## src/cmp_cfg.svh

```systemverilog
// Constants for the configuration mode port: mode codes, pin bit positions and counts.
`ifndef CMP_CFG_SVH
`define CMP_CFG_SVH
`define CMP_MODE_MSER 3'h0
`define CMP_MODE_SSER 3'h7
`define CMP_MODE_MBYTE 3'h3
`define CMP_MODE_SBYTE 3'h6
`define CMP_MODE_JTAG 3'h5
`define CMP_SYNC_W 17
`define CMP_SYNC_RST 17'h1ffff
`define CMP_PIN_RESTART 16
`define CMP_PIN_PULLDIS 15
`define CMP_PIN_MODE_HI 14
`define CMP_PIN_MODE_LO 12
`define CMP_PIN_CFG_CLK 11
`define CMP_PIN_DIN 10
`define CMP_PIN_CS 9
`define CMP_PIN_DIR 8
`define CMP_PIN_DATA_HI 7
`define CMP_CLEAR_NS 80
`define CMP_CLK_NS 5
`define CMP_CLEAR_CYCLES 8'(`CMP_CLEAR_NS / `CMP_CLK_NS)
`define CMP_SLOW_HALF 8'h20
`define CMP_BITS_W 25
`define CMP_RATE_W 4
`endif

```

## src/cmp_pkg.sv

```systemverilog
// Types for the configuration mode port.
package cmp_pkg;
    typedef enum logic [2:0] {MODE_MSER, MODE_SSER, MODE_MBYTE, MODE_SBYTE, MODE_JTAG, MODE_NONE} cmp_mode_e;
    typedef enum logic [2:0] {ST_CLEAR, ST_LOAD, ST_DONE, ST_GTS, ST_RUN} cmp_state_e;
endpackage

```

## src/cmp_config_port.sv

```systemverilog
// Configuration load front end: mode decode, serial and byte loading, forwarding and start-up.
// Summary of operation
// Decode five modes; serial 1, byte 8 bits.
// Floating mode pins select slave serial loading.
// Pull-up control high disables user pull-ups.
// Masters drive config clock; slaves receive it.
// Source sets serial bit before rising edge.
// After load, forward data on rising edge.
// Forwarding only in the two serial modes.
// Master serial clock starts slow, then speeds.
// Slave byte source supplies data, clock, selects.
// Busy high holds the current byte.
// Direction asserted reads configuration data back.
// Controller selects one device at a time.
// Master byte mode drives its own clock.
// Test-port loading works in every mode.
// Test-port loading through standard access port.
// Persist keeps pins; otherwise they become user.
// Restart reloads; init marks clear, done completion.
// Tristate released one edge after done, write next.
// Undefined mode codes leave only test-port loading.
`timescale 1ns/10ps
`include "cmp_cfg.svh"
module cmp_config_port import cmp_pkg::*; (
    // Clocking
    input wire logic clk,
    input wire logic resetn,
    input wire logic clk_en,
    // Mode and option pins
    input wire logic mode_sel_2,
    input wire logic mode_sel_1,
    input wire logic mode_sel_0,
    input wire logic io_pullup_disable,
    input wire logic cfg_restart_n,
    input wire logic persist_opt,
    // Configuration clock pin
    input wire logic cfg_clk_i,
    output logic cfg_clk_o,
    output logic cfg_clk_oe,
    // Serial pins
    input wire logic din,
    output logic dout,
    // Byte port pins
    input wire logic [7:0] data_i,
    output logic [7:0] data_o,
    output logic data_oe,
    input wire logic cs_n,
    input wire logic port_dir_n,
    output logic busy,
    // Test access port load stream
    input wire logic tap_bit_valid,
    input wire logic tap_bit,
    // Frame writer side
    input wire logic [`CMP_BITS_W-1:0] load_len_bits,
    output logic [7:0] cfg_word,
    output logic cfg_word_valid,
    input wire logic cfg_word_ready,
    input wire logic [7:0] rb_data,
    output logic rb_req,
    // Status
    output logic init_done,
    output logic done,
    output logic global_out_tristate,
    output logic global_write_en,
    output logic io_pullup_en,
    output logic pins_user_io
);
    logic [`CMP_SYNC_W-1:0] pin_q;
    cmp_sync u_sync (
        .clk(clk),
        .resetn(resetn),
        .clk_en(clk_en),
        .pin_async({cfg_restart_n, io_pullup_disable, mode_sel_2, mode_sel_1, mode_sel_0,
                    cfg_clk_i, din, cs_n, port_dir_n, data_i}),
        .pin_q(pin_q)
    );
    logic restart_s, pulldis_s, cfg_clk_s, din_s, cs_n_s, dir_n_s;
    logic [2:0] mode_s;
    logic [7:0] data_s;
    assign restart_s = pin_q[`CMP_PIN_RESTART];
    assign pulldis_s = pin_q[`CMP_PIN_PULLDIS];
    assign mode_s = pin_q[`CMP_PIN_MODE_HI:`CMP_PIN_MODE_LO];
    assign cfg_clk_s = pin_q[`CMP_PIN_CFG_CLK];
    assign din_s = pin_q[`CMP_PIN_DIN];
    assign cs_n_s = pin_q[`CMP_PIN_CS];
    assign dir_n_s = pin_q[`CMP_PIN_DIR];
    assign data_s = pin_q[`CMP_PIN_DATA_HI:0];
    cmp_state_e state_reg, state_next;
    cmp_mode_e mode_reg, mode_next;
    logic [7:0] clr_cnt_reg, clr_cnt_next, div_cnt_reg, div_cnt_next, half_reg, half_next;
    logic [7:0] shift_reg, shift_next, word_reg, word_next, data_o_reg, data_o_next;
    logic [2:0] nbit_reg, nbit_next;
    logic [`CMP_BITS_W-1:0] bits_reg, bits_next;
    logic cfg_clk_prev_reg, cfg_clk_prev_next, cfg_clk_o_reg, cfg_clk_o_next, cfg_clk_oe_reg, cfg_clk_oe_next;
    logic first_reg, first_next, valid_reg, valid_next, busy_reg, busy_next;
    logic dout_reg, dout_next, data_oe_reg, data_oe_next, rb_reg, rb_next;
    logic init_reg, init_next, done_reg, done_next, gts_reg, gts_next, gwe_reg, gwe_next;
    logic pull_reg, pull_next, user_reg, user_next;
    logic is_master, is_serial, is_byte, ext_rise, int_rise, rise, emit;
    logic [7:0] emit_word;
    logic [`CMP_BITS_W-1:0] add_bits;
    // Mode decode from the synchronised mode pins; only used when the clear phase ends.
    function automatic cmp_mode_e decode_mode(input logic [2:0] m);
        case (m)
            `CMP_MODE_MSER: decode_mode = MODE_MSER;
            `CMP_MODE_SSER: decode_mode = MODE_SSER;
            `CMP_MODE_MBYTE: decode_mode = MODE_MBYTE;
            `CMP_MODE_SBYTE: decode_mode = MODE_SBYTE;
            `CMP_MODE_JTAG: decode_mode = MODE_JTAG;
            default: decode_mode = MODE_NONE;
        endcase
    endfunction
    always_comb begin
        is_master = (mode_reg == MODE_MSER) || (mode_reg == MODE_MBYTE);
        is_serial = (mode_reg == MODE_MSER) || (mode_reg == MODE_SSER);
        is_byte = (mode_reg == MODE_MBYTE) || (mode_reg == MODE_SBYTE);
        ext_rise = cfg_clk_s && !cfg_clk_prev_reg;
        int_rise = (div_cnt_reg == 8'h00) && !cfg_clk_o_reg;
        // Slaves time everything from the pin; the others from the internal divider.
        rise = ((mode_reg == MODE_SSER) || (mode_reg == MODE_SBYTE)) ? ext_rise : int_rise;
    end
    always_comb begin
        state_next = state_reg;
        mode_next = mode_reg;
        clr_cnt_next = clr_cnt_reg;
        half_next = half_reg;
        shift_next = shift_reg;
        word_next = word_reg;
        data_o_next = data_o_reg;
        nbit_next = nbit_reg;
        bits_next = bits_reg;
        cfg_clk_prev_next = cfg_clk_s;
        first_next = first_reg;
        dout_next = dout_reg;
        data_oe_next = 1'b0;
        rb_next = 1'b0;
        init_next = init_reg;
        done_next = done_reg;
        gts_next = gts_reg;
        gwe_next = gwe_reg;
        emit = 1'b0;
        emit_word = shift_reg;
        add_bits = '0;
        div_cnt_next = div_cnt_reg - 8'h01;
        cfg_clk_o_next = cfg_clk_o_reg;
        if (div_cnt_reg == 8'h00) begin
            div_cnt_next = half_reg;
            cfg_clk_o_next = !cfg_clk_o_reg;
        end
        case (state_reg)
            ST_CLEAR: begin
                init_next = 1'b0;
                clr_cnt_next = clr_cnt_reg + 8'h01;
                if (clr_cnt_reg == `CMP_CLEAR_CYCLES) begin
                    mode_next = decode_mode(mode_s);
                    init_next = 1'b1;
                    state_next = ST_LOAD;
                end
            end
            ST_LOAD: begin
                if (tap_bit_valid) begin
                    // The test port is always open and wins a clash with a pin edge.
                    shift_next = {shift_reg[6:0], tap_bit};
                    nbit_next = nbit_reg + 3'h1;
                    add_bits = `CMP_BITS_W'(1);
                    emit = (nbit_reg == 3'h7);
                    emit_word = shift_next;
                end else if (rise && is_serial) begin
                    shift_next = {shift_reg[6:0], din_s};
                    nbit_next = nbit_reg + 3'h1;
                    add_bits = `CMP_BITS_W'(1);
                    emit = (nbit_reg == 3'h7);
                    emit_word = shift_next;
                end else if (is_byte && !cs_n_s) begin
                    if (dir_n_s) begin
                        data_oe_next = 1'b1;
                        rb_next = rise;
                        data_o_next = rb_data;
                    end else if (rise && !busy_reg) begin
                        emit = 1'b1;
                        emit_word = data_s;
                        add_bits = `CMP_BITS_W'(8);
                    end
                end
                bits_next = bits_reg + add_bits;
                if (emit) begin
                    word_next = emit_word;
                    first_next = 1'b0;
                    // The first word carries the rate code for the master serial clock.
                    if (first_reg && mode_reg == MODE_MSER && emit_word[`CMP_RATE_W-1:0] != '0) begin
                        half_next = {4'h0, emit_word[`CMP_RATE_W-1:0]};
                    end
                end
                if (bits_next >= load_len_bits) begin
                    done_next = 1'b1;
                    state_next = ST_DONE;
                end
            end
            ST_DONE: begin
                if (rise) begin
                    gts_next = 1'b0;
                    state_next = ST_GTS;
                end
            end
            ST_GTS: begin
                if (rise) begin
                    gwe_next = 1'b1;
                    state_next = ST_RUN;
                end
            end
            ST_RUN: begin
                // The port stays for readback only with the persist option.
                if (persist_opt && is_byte && !cs_n_s && dir_n_s) begin
                    data_oe_next = 1'b1;
                    rb_next = rise;
                    data_o_next = rb_data;
                end
            end
            default: state_next = ST_CLEAR;
        endcase
        // Once own load is complete, serial modes pass later data downstream.
        if (state_reg != ST_CLEAR && state_reg != ST_LOAD && is_serial && rise) begin
            dout_next = din_s;
        end
        valid_next = emit || (valid_reg && !cfg_word_ready);
        busy_next = is_byte && valid_next;
        cfg_clk_oe_next = is_master && state_reg != ST_CLEAR && !(state_reg == ST_RUN && !persist_opt);
        pull_next = !pulldis_s && (state_reg == ST_CLEAR || state_reg == ST_LOAD);
        user_next = (state_reg == ST_RUN) && !persist_opt;
        if (!restart_s) begin
            state_next = ST_CLEAR;
            clr_cnt_next = 8'h00;
            bits_next = '0;
            nbit_next = 3'h0;
            first_next = 1'b1;
            half_next = `CMP_SLOW_HALF;
            done_next = 1'b0;
            gts_next = 1'b1;
            gwe_next = 1'b0;
            valid_next = 1'b0;
            busy_next = 1'b0;
        end
    end
    always_ff @(posedge clk) begin
        if (!resetn) begin
            state_reg <= ST_CLEAR;
            mode_reg <= MODE_SSER;
            clr_cnt_reg <= 8'h00;
            div_cnt_reg <= 8'h00;
            half_reg <= `CMP_SLOW_HALF;
            shift_reg <= 8'h00;
            word_reg <= 8'h00;
            data_o_reg <= 8'h00;
            nbit_reg <= 3'h0;
            bits_reg <= '0;
            cfg_clk_prev_reg <= 1'b1;
            cfg_clk_o_reg <= 1'b0;
            cfg_clk_oe_reg <= 1'b0;
            first_reg <= 1'b1;
            valid_reg <= 1'b0;
            busy_reg <= 1'b0;
            dout_reg <= 1'b0;
            data_oe_reg <= 1'b0;
            rb_reg <= 1'b0;
            init_reg <= 1'b0;
            done_reg <= 1'b0;
            gts_reg <= 1'b1;
            gwe_reg <= 1'b0;
            pull_reg <= 1'b0;
            user_reg <= 1'b0;
        end else if (clk_en) begin
            state_reg <= state_next;
            mode_reg <= mode_next;
            clr_cnt_reg <= clr_cnt_next;
            div_cnt_reg <= div_cnt_next;
            half_reg <= half_next;
            shift_reg <= shift_next;
            word_reg <= word_next;
            data_o_reg <= data_o_next;
            nbit_reg <= nbit_next;
            bits_reg <= bits_next;
            cfg_clk_prev_reg <= cfg_clk_prev_next;
            cfg_clk_o_reg <= cfg_clk_o_next;
            cfg_clk_oe_reg <= cfg_clk_oe_next;
            first_reg <= first_next;
            valid_reg <= valid_next;
            busy_reg <= busy_next;
            dout_reg <= dout_next;
            data_oe_reg <= data_oe_next;
            rb_reg <= rb_next;
            init_reg <= init_next;
            done_reg <= done_next;
            gts_reg <= gts_next;
            gwe_reg <= gwe_next;
            pull_reg <= pull_next;
            user_reg <= user_next;
        end
    end
    assign cfg_clk_o = cfg_clk_o_reg;
    assign cfg_clk_oe = cfg_clk_oe_reg;
    assign dout = dout_reg;
    assign data_o = data_o_reg;
    assign data_oe = data_oe_reg;
    assign busy = busy_reg;
    assign cfg_word = word_reg;
    assign cfg_word_valid = valid_reg;
    assign rb_req = rb_reg;
    assign init_done = init_reg;
    assign done = done_reg;
    assign global_out_tristate = gts_reg;
    assign global_write_en = gwe_reg;
    assign io_pullup_en = pull_reg;
    assign pins_user_io = user_reg;
endmodule // cmp_config_port

```

## src/cmp_sync.sv

```systemverilog
// Three-stage pin synchroniser with agreement filter.
`timescale 1ns/10ps
`include "cmp_cfg.svh"
module cmp_sync (
    // Clocking
    input wire logic clk,
    input wire logic resetn,
    input wire logic clk_en,
    // Pins and filtered result
    input wire logic [`CMP_SYNC_W-1:0] pin_async,
    output logic [`CMP_SYNC_W-1:0] pin_q
);
    logic [`CMP_SYNC_W-1:0] s1_reg, s2_reg, s3_reg, q_reg;
    logic [`CMP_SYNC_W-1:0] s1_next, s2_next, s3_next, q_next;
    genvar i;
    generate
        for (i = 0; i < `CMP_SYNC_W; i++) begin : g_bit
            // A change is accepted only once the second and third stages agree.
            always_comb begin
                s1_next[i] = pin_async[i];
                s2_next[i] = s1_reg[i];
                s3_next[i] = s2_reg[i];
                q_next[i] = (s2_reg[i] == s3_reg[i]) ? s3_reg[i] : q_reg[i];
            end
        end
    endgenerate
    always_ff @(posedge clk) begin
        if (!resetn) begin
            s1_reg <= `CMP_SYNC_RST;
            s2_reg <= `CMP_SYNC_RST;
            s3_reg <= `CMP_SYNC_RST;
            q_reg <= `CMP_SYNC_RST;
        end else if (clk_en) begin
            s1_reg <= s1_next;
            s2_reg <= s2_next;
            s3_reg <= s3_next;
            q_reg <= q_next;
        end
    end
    assign pin_q = q_reg;
endmodule // cmp_sync

```

## config.mk

```make
export PLATFORM = sky130hd
export DESIGN_NAME = cmp_config_port
export DESIGN_NICKNAME = d
export VERILOG_FILES = /design/src/cmp_pkg.sv /design/src/cmp_config_port.sv /design/src/cmp_sync.sv
export VERILOG_INCLUDE_DIRS = /design/src
export SDC_FILE = /design/constraint.sdc
export NUM_CORES = 1
export LEC_CHECK = 0
export CORE_UTILIZATION = 35
export CTS_CLUSTER_DIAMETER = 40
export CTS_CLUSTER_SIZE = 28
export DETAILED_ROUTE_END_ITERATION = 6
export DONT_BUFFER_PORTS = 1
export GPL_ROUTABILITY_DRIVEN = 0
export PLACE_DENSITY = 0.63
export SLEW_MARGIN = 30
export SYNTH_ARGS = -nofsm -noshare
export SYNTH_HDL_FRONTEND = slang
export SYNTH_SLANG_ARGS = --single-unit
```

## constraint.sdc

```tcl
create_clock -name clk -period 5.55 [get_ports clk]
set_input_delay 0 -clock clk [delete_from_list [all_inputs] [get_ports clk]]
set_output_delay 0 -clock clk [all_outputs]
set_load 0.1 [all_outputs]
```

==> results.toml, run 1 <==
[status]
status = "complete, but fails checks"
violations = "design-rule violations"

[place]
dp.final_hpwl_mm = 12.4
io_buffers = 0
dpl_worst_slack_ns = 0.497

[synth]
synthCells = 937
netlist-cell-type-count = 64
ys_ff_latch = 162
synth_area_leaders = "dfxtp_1, mux2i_1, a21oi_1, nand2_1, ha_1"
yosysTopAreaCellShare_pct = 40.9
ys_warn_count = 0
avgSynthCellArea_sq_um = 8.47
async_reset_ff_share_pct = 0
syn-num-nets = 1028
ys_seq_area_share_pct = 40.9
synth-edff-count = 0
syn-cell-area_sq_um = 7940
synth_top_cell_by_area = "dfxtp_1"
ys.flop_type = "dfxtp_1"

[timing]
worst_slew_pin_slew_ns = 1.01
slew_violations = 0
hold_violations = 0
fin_worst_skew_ns = 0.00968
setup_viol = 0
finalCritPeriodShare_pct = 92.0
rsz0062_at_grt = "false"
max_freq_ghz = 0.196
relSlewSlack_pct = 32.4
fin_crit_ns = 5.10
setup_tns_ns = 0
finalWorstSetupSlack_ns = 0.446

[worst_hold_path]
hp-start = "resetn"
hold_depth = 2
hold_class = "in -> reg"
whs_endpoint = "clr_cnt_reg[6]"

[setup_path]
reg2regPathDepth = 22
cp-end-kind = "register"
r2r_start = "div_cnt_reg[0]"
r2r-end = "state_reg[1]"
required_ns = 5.88
critPathMaxFanout = 8
cp.arrival_ns = 5.43
worstSetupPathType = "reg -> reg"
rrSetupSlack_ns = 0.45
cp-start-kind = "register"

[floorplan]
initial_core_util_pct = 36.0
ioPinCount = 86
die_w_um = 153
dieArea_sq_um = 23300
rows = 54
die_y_um = 153
core_area_sq_um = 22000

[layout]
area_growth_pct = 15.7
fillers = 2230
largest_reg_flops = 25
layout_commonest_cell = "dfxtp_1"
drive_gt1_share_pct = 6.53
layout.nets = 1043
finalCoreUtilization_pct = 41.7
antenna_cells = 0
layout_common_cells = "dfxtp_1, nand2_1, a21oi_1, nor2_1, mux2i_1"

[clocking]
clk_pin_slew_ns = 0.07
htree_levels = 4
postCtsSetupRepairBufs = 0
hold_buffers = 36
cts_buffers = 17
postCtsResizedCells = 0
clock_sink_count = 162
cts_tree = "done"
insertion_delay_ns = 0.44
clockRootBuffer = "clkbuf_16"
clockBufferDepth = 2

[power_and_ir_drop]
power.leakage_nw = 3.77
peakVddDrop_v = 0.000204
power.density_nw_per_um2 = 328

[flow_run]
max_cap_violations = 0

[routing]
drtPass1Iterations = 7
antenna_left = 0
viasPerCell = 5.20
drtIter0Drc = 375
drcViolationCount = 5
num_vias = 6480
drt-total-wl_mm = 18.9
wl_per_cell_um = 15.2

[global_routing]
grt_pass1_vias = 6053
gr-total-overflow = 0
grt_util_all_layers_pct = 16.6
grt_pass1_wl_mm = 30.9
antenna_found_initial = 0
grt_max_degree = 104
[critical path, stage by stage (launching register included)]
cell,delay (ns)
dfxtp_1,0.34
inv_1,0.08
ha_1,0.14
or3b_4,0.41
o41ai_4,0.34
buf_4,0.22
nand3_4,0.16
nor3_1,0.23
ha_1,0.21
a31oi_1,0.11
or2_2,0.36
nor4_1,0.28
buf_4,0.17
nand3_1,0.13
xnor2_1,0.21
ha_1,0.27
a21o_1,0.16
a21o_1,0.17
a21oi_1,0.13
o2111ai_1,0.11
a211oi_1,0.44
nand3_1,0.15
and3_1,0.18
[final cells by class]
cell class / count / area (sq um) / area share, %
timing repair buffer: 46 / 470 / 5.12
inverter: 38 / 143 / 1.55
multi-input combinational: 687 / 4360 / 47.5
clock buffer: 19 / 453 / 4.93
clock inverter: 13 / 163 / 1.77
tap: 280 / 350 / 3.81
sequential: 162 / 3250 / 35.3
[power by group]
part | internal [mW] | leakage, nW | switching, mW | total, mW
Clock | 0.670 | 0.304 | 0.543 | 1.21
Sequential | 1.22 | 1.32 | 0.0658 | 1.28
Combinational | 0.212 | 2.15 | 0.305 | 0.517
Total | 2.10 | 3.77 | 0.915 | 3.02
[per-layer routing]
metal / part of all wire, % / GRT usage, % / up-vias
met2: 46 / 26.5 / 133
met5: 0 / 0 / -
li1: - / - / 3314
met4: 1.7 / 5.87 / 0
met3: 4.8 / 3.81 / 27
met1: 48 / 21.9 / 3006
[how the worst max path moves through the flow]
stage | from | endpoint | slack (ns) | depth (start not counted)
2_1_floorplan | div_cnt_reg[0] | state_reg[1] | 0.18 | 23
3_5_place_dp | div_cnt_reg[0] | state_reg[1] | 0.50 | 22
6_report | div_cnt_reg[0] | state_reg[1] | 0.45 | 22
4_1_cts | div_cnt_reg[0] | state_reg[1] | 0.49 | 22
3_3_place_gp | div_cnt_reg[0] | state_reg[1] | 0.61 | 22
5_1_grt | div_cnt_reg[0] | state_reg[1] | 0.07 | 21
[Yosys cell counts, drive strengths merged, types with 15 or more instances]
| cell type | count |
|---|---|
| dfxtp | 162 |
| nand2 | 115 |
| a21oi | 89 |
| nor2 | 85 |
| mux2i | 70 |
| o21ai | 55 |
| inv | 37 |
| clkbuf | 35 |
| ha | 34 |
| nand2b | 26 |
| nand3 | 26 |
| xnor2 | 21 |
| nor3 | 20 |
| xor2 | 18 |
| a22oi | 15 |
| buf | 15 |
[metrics by stage]
stage               cells  area (sq um)  power [mW]  hold slack [ns]
floorplan             937          7940        1.70            0.128
global placement     1177          8170        1.77            0.104
detailed placement   1177          8170        1.78            0.107
CTS                  1245          9180        3.05           0.0158
global route         1245          9190        3.17           0.0401
finish               1245          9190        3.02           0.0296
[kinds of logic after synthesis]
kind of cell	Yosys count	synth area share, %
fa+ha+maj	34	5.36
mux	75	9.54
flops	162	40.9
xor+xnor	39	4.30
compound gates	205	15.5
simple gates	334	20.2
buf+inv	88	4.21
Power figures use the tool's default switching activity.
==> inputs of run 2 (changes only) <==
- PLACE_DENSITY: 0.63 -> 0.56
==> results.toml, run 2 (synthesized netlist as in run 1, its figures left out) <==
[setup_path]
cp-end-kind = "register"
worstSetupPathType = "reg -> reg"
critPathMaxFanout = 6
r2r-end = "state_reg[1]"
rrSetupSlack_ns = 0.57
required_ns = 5.87
reg2regPathDepth = 21
r2r_start = "div_cnt_reg[0]"
cp.arrival_ns = 5.30
cp-start-kind = "register"

[flow_run]
max_cap_violations = 0

[worst_hold_path]
hp-start = "tap_bit_valid"
hold_depth = 4
whs_endpoint = "half_reg[2]"
hold_class = "in -> reg"

[clocking]
clockBufferDepth = 2
clock_sink_count = 162
cts_buffers = 17
htree_levels = 4
insertion_delay_ns = 0.43
clockRootBuffer = "clkbuf_16"
clk_pin_slew_ns = 0.07
cts_tree = "done"

[routing]
drtPass1Iterations = 7
wl_per_cell_um = 15.2
drtIter0Drc = 334
antenna_left = 0
drt-total-wl_mm = 18.9
viasPerCell = 5.21
num_vias = 6486
drcViolationCount = 7

[status]
violations = "design-rule violations"
status = "complete, but fails checks"

[layout]
antenna_cells = 0
fillers = 2188
area_growth_pct = 15.3
drive_gt1_share_pct = 6.64
seqCellArea_sq_um = 3250
finalCoreUtilization_pct = 41.5
layout_common_cells = "dfxtp_1, nand2_1, a21oi_1, nor2_1, mux2i_1"
layout.nets = 1042
largest_reg_flops = 25
multi_input_area_sq_um = 4370
layout_commonest_cell = "dfxtp_1"

[power_and_ir_drop]
peakVddDrop_v = 0.000195
power.leakage_nw = 3.75
power.density_nw_per_um2 = 323

[timing]
fin_worst_skew_ns = 0.0157
relSlewSlack_pct = 32.3
rsz0062_at_grt = "false"
fin_crit_ns = 4.98
hold_violations = 0
finalWorstSetupSlack_ns = 0.569
max_freq_ghz = 0.201
finalCritPeriodShare_pct = 89.7
setup_viol = 0
worst_slew_pin_slew_ns = 1.01
setup_tns_ns = 0
slew_violations = 0

[global_routing]
gr-total-overflow = 0
grt_util_all_layers_pct = 16.4
grt_pass1_wl_mm = 30.9
grt_pass1_vias = 6027
antenna_found_initial = 0
grt_max_degree = 104

[floorplan]
ioPinCount = 86
die_w_um = 153
rows = 54
dieArea_sq_um = 23300
die_y_um = 153
core_area_sq_um = 22000
initial_core_util_pct = 36.0

[place]
dp.final_hpwl_mm = 12.6
io_buffers = 0
dpl_worst_slack_ns = 0.484
==> run 2: layout make-up <==
cell class	instances	share of cell area (%)
multi-input combinational	687	47.7
inverter	38	1.56
tap	280	3.83
timing repair buffer	45	5.03
sequential	162	35.5
clock buffer	17	4.65
clock inverter	15	1.72
==> run 2: critical path, stage by stage (launching register included) <==
cell       delay (ns)
dfxtp_1          0.34
inv_1            0.09
ha_1             0.14
or3b_4           0.41
o41ai_4          0.33
a21oi_1          0.21
inv_1            0.14
ha_1             0.20
ha_1             0.24
a31oi_1          0.12
or2_2            0.37
nor4_1           0.42
nand3_1          0.20
xnor2_1          0.16
ha_1             0.29
a21o_1           0.16
a21o_1           0.16
a21oi_1          0.13
o2111ai_1        0.13
a211oi_2         0.33
nand3_1          0.13
and3_1           0.17
==> run 2: how the worst max path moves through the flow <==
stage,start,endpoint,slack [ns],cells after the start
after floorplan,div_cnt_reg[0],state_reg[1],0.18,23
after global placement,div_cnt_reg[0],state_reg[1],0.58,21
after detailed placement,div_cnt_reg[0],state_reg[1],0.48,21
after CTS,div_cnt_reg[0],state_reg[1],0.45,21
after global routing,div_cnt_reg[0],state_reg[1],0.13,21
final,div_cnt_reg[0],state_reg[1],0.57,21
==> run 2: timing repair <==
item                                    in CTS  in global routing
hold buffers                                35                  0
setup buffers                                0                  0
endpoints found under the setup margin       0                  1
gates resized for setup                      0                  1
endpoints found under the hold margin      132                  0
==> run 2: metrics by stage <==
| step | instances | area, sq um | hold slack, ns | power (mW) |
|---|---|---|---|---|
| detailed placement | 1177 | 8170 | 0.0878 | 1.78 |
| finish | 1244 | 9150 | 0.0241 | 2.96 |
| CTS | 1244 | 9140 | 0.00277 | 2.99 |
| global placement | 1177 | 8170 | 0.106 | 1.77 |
| global route | 1244 | 9150 | 0.0186 | 3.11 |
| floorplan | 937 | 7940 | 0.128 | 1.70 |
==> run 2: routing by layer <==
metal / GRT usage (%) / part of all wire [%] / vias up
met3: 4.04 / 4.3 / 16
met1: 21.5 / 49 / 3035
met2: 26.6 / 46 / 117
li1: - / - / 3318
met5: 0 / 0 / -
met4: 4.91 / 1.3 / 0
==> run 2: power by group <==
| group | switching, mW | internal (mW) |
|---|---|---|
| clock network | 0.554 | 0.602 |
| registers | 0.0645 | 1.22 |
| logic | 0.304 | 0.212 |
==> inputs of run 3 (changes only) <==
- CORE_UTILIZATION: 35 -> 55
- CTS_BUF_LIST: default -> sky130_fd_sc_hd__clkbuf_4
- PLACE_DENSITY: 0.56 -> 0.78
==> results.toml, run 3 (synthesized netlist as in run 1, its figures left out) <==
[routing]
num_vias = 6516
drtPass1Iterations = 7
viasPerCell = 5.67
antenna_left = 0
drtIter0Drc = 438
drcViolationCount = 0
drt-total-wl_mm = 17.7
wl_per_cell_um = 15.4

[clocking]
cts_tree = "done"
htree_levels = 4
insertion_delay_ns = 0.56
cts_buffers = 17
clock_sink_count = 162
clockRootBuffer = "clkbuf_4"
clk_pin_slew_ns = 0.13
clockBufferDepth = 2

[global_routing]
grt_util_all_layers_pct = 24.1
grt_pass1_vias = 5950
grt_max_degree = 109
grt_pass1_wl_mm = 28.3
antenna_found_initial = 1
gr-total-overflow = 0

[power_and_ir_drop]
peakVddDrop_v = 0.000259
power.leakage_nw = 3.63
p_sw_share_pct = 31.6
power.density_nw_per_um2 = 285
power.clock.fraction_pct = 27.6
intPower_mw = 1.71
power_frac_comb_pct = 20.9
pwr-share-seq_pct = 51.5
p_sw_mw = 0.788

[layout]
layout_common_cells = "dfxtp_1, nand2_1, a21oi_1, nor2_1, mux2i_1"
area_growth_pct = 10.3
drive_gt1_share_pct = 5.99
layout.nets = 1046
largest_reg_flops = 25
layout_commonest_cell = "dfxtp_1"
fillers = 1213

[worst_hold_path]
hold_class = "in -> reg"

[timing]
fin_crit_ns = 5.14
worst_slew_pin_slew_ns = 1.01
relSlewSlack_pct = 32.5
setup_tns_ns = 0
max_freq_ghz = 0.194
fin_worst_skew_ns = 0.0177
whs_ns = 0.0936
hold_violations = 0
rsz0062_at_grt = "false"
finalCritPeriodShare_pct = 92.7
slew_violations = 0
setup_viol = 0

[floorplan]
dieArea_sq_um = 14900
ioPinCount = 86
initial_core_util_pct = 56.7
die_y_um = 122
die_w_um = 122
core_area_sq_um = 14000
rows = 43

[flow_run]
max_cap_violations = 0

[setup_path]
cp-start-kind = "register"
critPathMaxFanout = 6
cp.arrival_ns = 5.61
worstSetupPathType = "reg -> reg"
cp-end-kind = "register"
required_ns = 6.02

[status]
status = "complete, no violations"

[place]
io_buffers = 0
dp.final_hpwl_mm = 11.5
## run 3: layout make-up
| cell class | instances | area [sq um] | share of cell area, % |
|---|---|---|---|
| Multi-Input combinational cell | 687 | 4370 | 49.9 |
| Sequential cell | 162 | 3240 | 37.1 |
| Timing Repair Buffer | 49 | 500 | 5.72 |
| Inverter | 38 | 143 | 1.63 |
| Clock buffer | 19 | 143 | 1.63 |
| Clock inverter | 13 | 131 | 1.50 |
| Tap cell | 180 | 225 | 2.57 |
| Antenna cell | 1 | 2.50 | 0.0286 |
## run 3: what timing repair did
action                                 4_1_cts  5_1_grt
setup endpoints to repair                    0        3
buffers inserted                             0        0
gates resized for setup                      0        1
hold buffers                                39        0
endpoints found under the hold margin      136        0
## run 3: per-layer routing
layer | routed length (um) | GRT usage, % | up-vias
met5 | 0 | 0 | -
met4 | 220 | 8.92 | 0
met3 | 901 | 5.62 | 21
met2 | 8260 | 39.1 | 158
met1 | 8280 | 31.2 | 3024
li1 | - | - | 3313
## run 3: through the flow
| stage | setup WS, ns | util (%) | instances | cell area (sq um) | total power [mW] |
|---|---|---|---|---|---|
| after detailed placement | 0.361 | 57.5 | 1077 | 8050 | 1.78 |
| after floorplan | 0.180 | - | 937 | 7940 | 1.70 |
| after global placement | 0.539 | 57.5 | 1077 | 8050 | 1.76 |
| after CTS | 0.301 | 62.5 | 1148 | 8750 | 2.50 |
| final | 0.408 | 62.6 | 1149 | 8750 | 2.50 |
| after global routing | 0.0163 | 62.6 | 1149 | 8750 | 2.63 |
## run 3: critical path: stages, from the launching register on
cell	delay, ns
dfxtp_1	0.38
or4_4	0.58
o41ai_4	0.46
a21oi_1	0.25
inv_1	0.13
ha_1	0.20
ha_1	0.24
a31oi_1	0.12
or2_2	0.37
nor4_1	0.30
buf_4	0.18
nand3_1	0.12
xnor2_1	0.20
ha_1	0.27
a21o_1	0.16
a21o_1	0.17
a21oi_1	0.16
o2111ai_1	0.14
a211oi_2	0.31
nand3_1	0.13
and3_1	0.18
## run 3: worst paths after layout
kind,slack (ns),cells after the start,end,startpoint
worst max-delay path,0.41,20,state_reg[1],div_cnt_reg[2]
worst min register to register,0.47,2,shift_reg[7],shift_reg[7]
worst max register to register,0.41,20,state_reg[1],div_cnt_reg[2]
worst min-delay path,0.09,3,u_sync.s1_reg[7],data_i[7]
## run 3: power groups by stage
stage          registers [mW]  logic, mW  clock network (mW)
3_3_place_gp             1.31      0.458                   0
3_5_place_dp             1.31      0.466                   0
5_1_grt                  1.29      0.579               0.752
2_1_floorplan            1.31      0.393                   0
4_1_cts                  1.28      0.518               0.701
6_report                 1.29      0.522               0.689
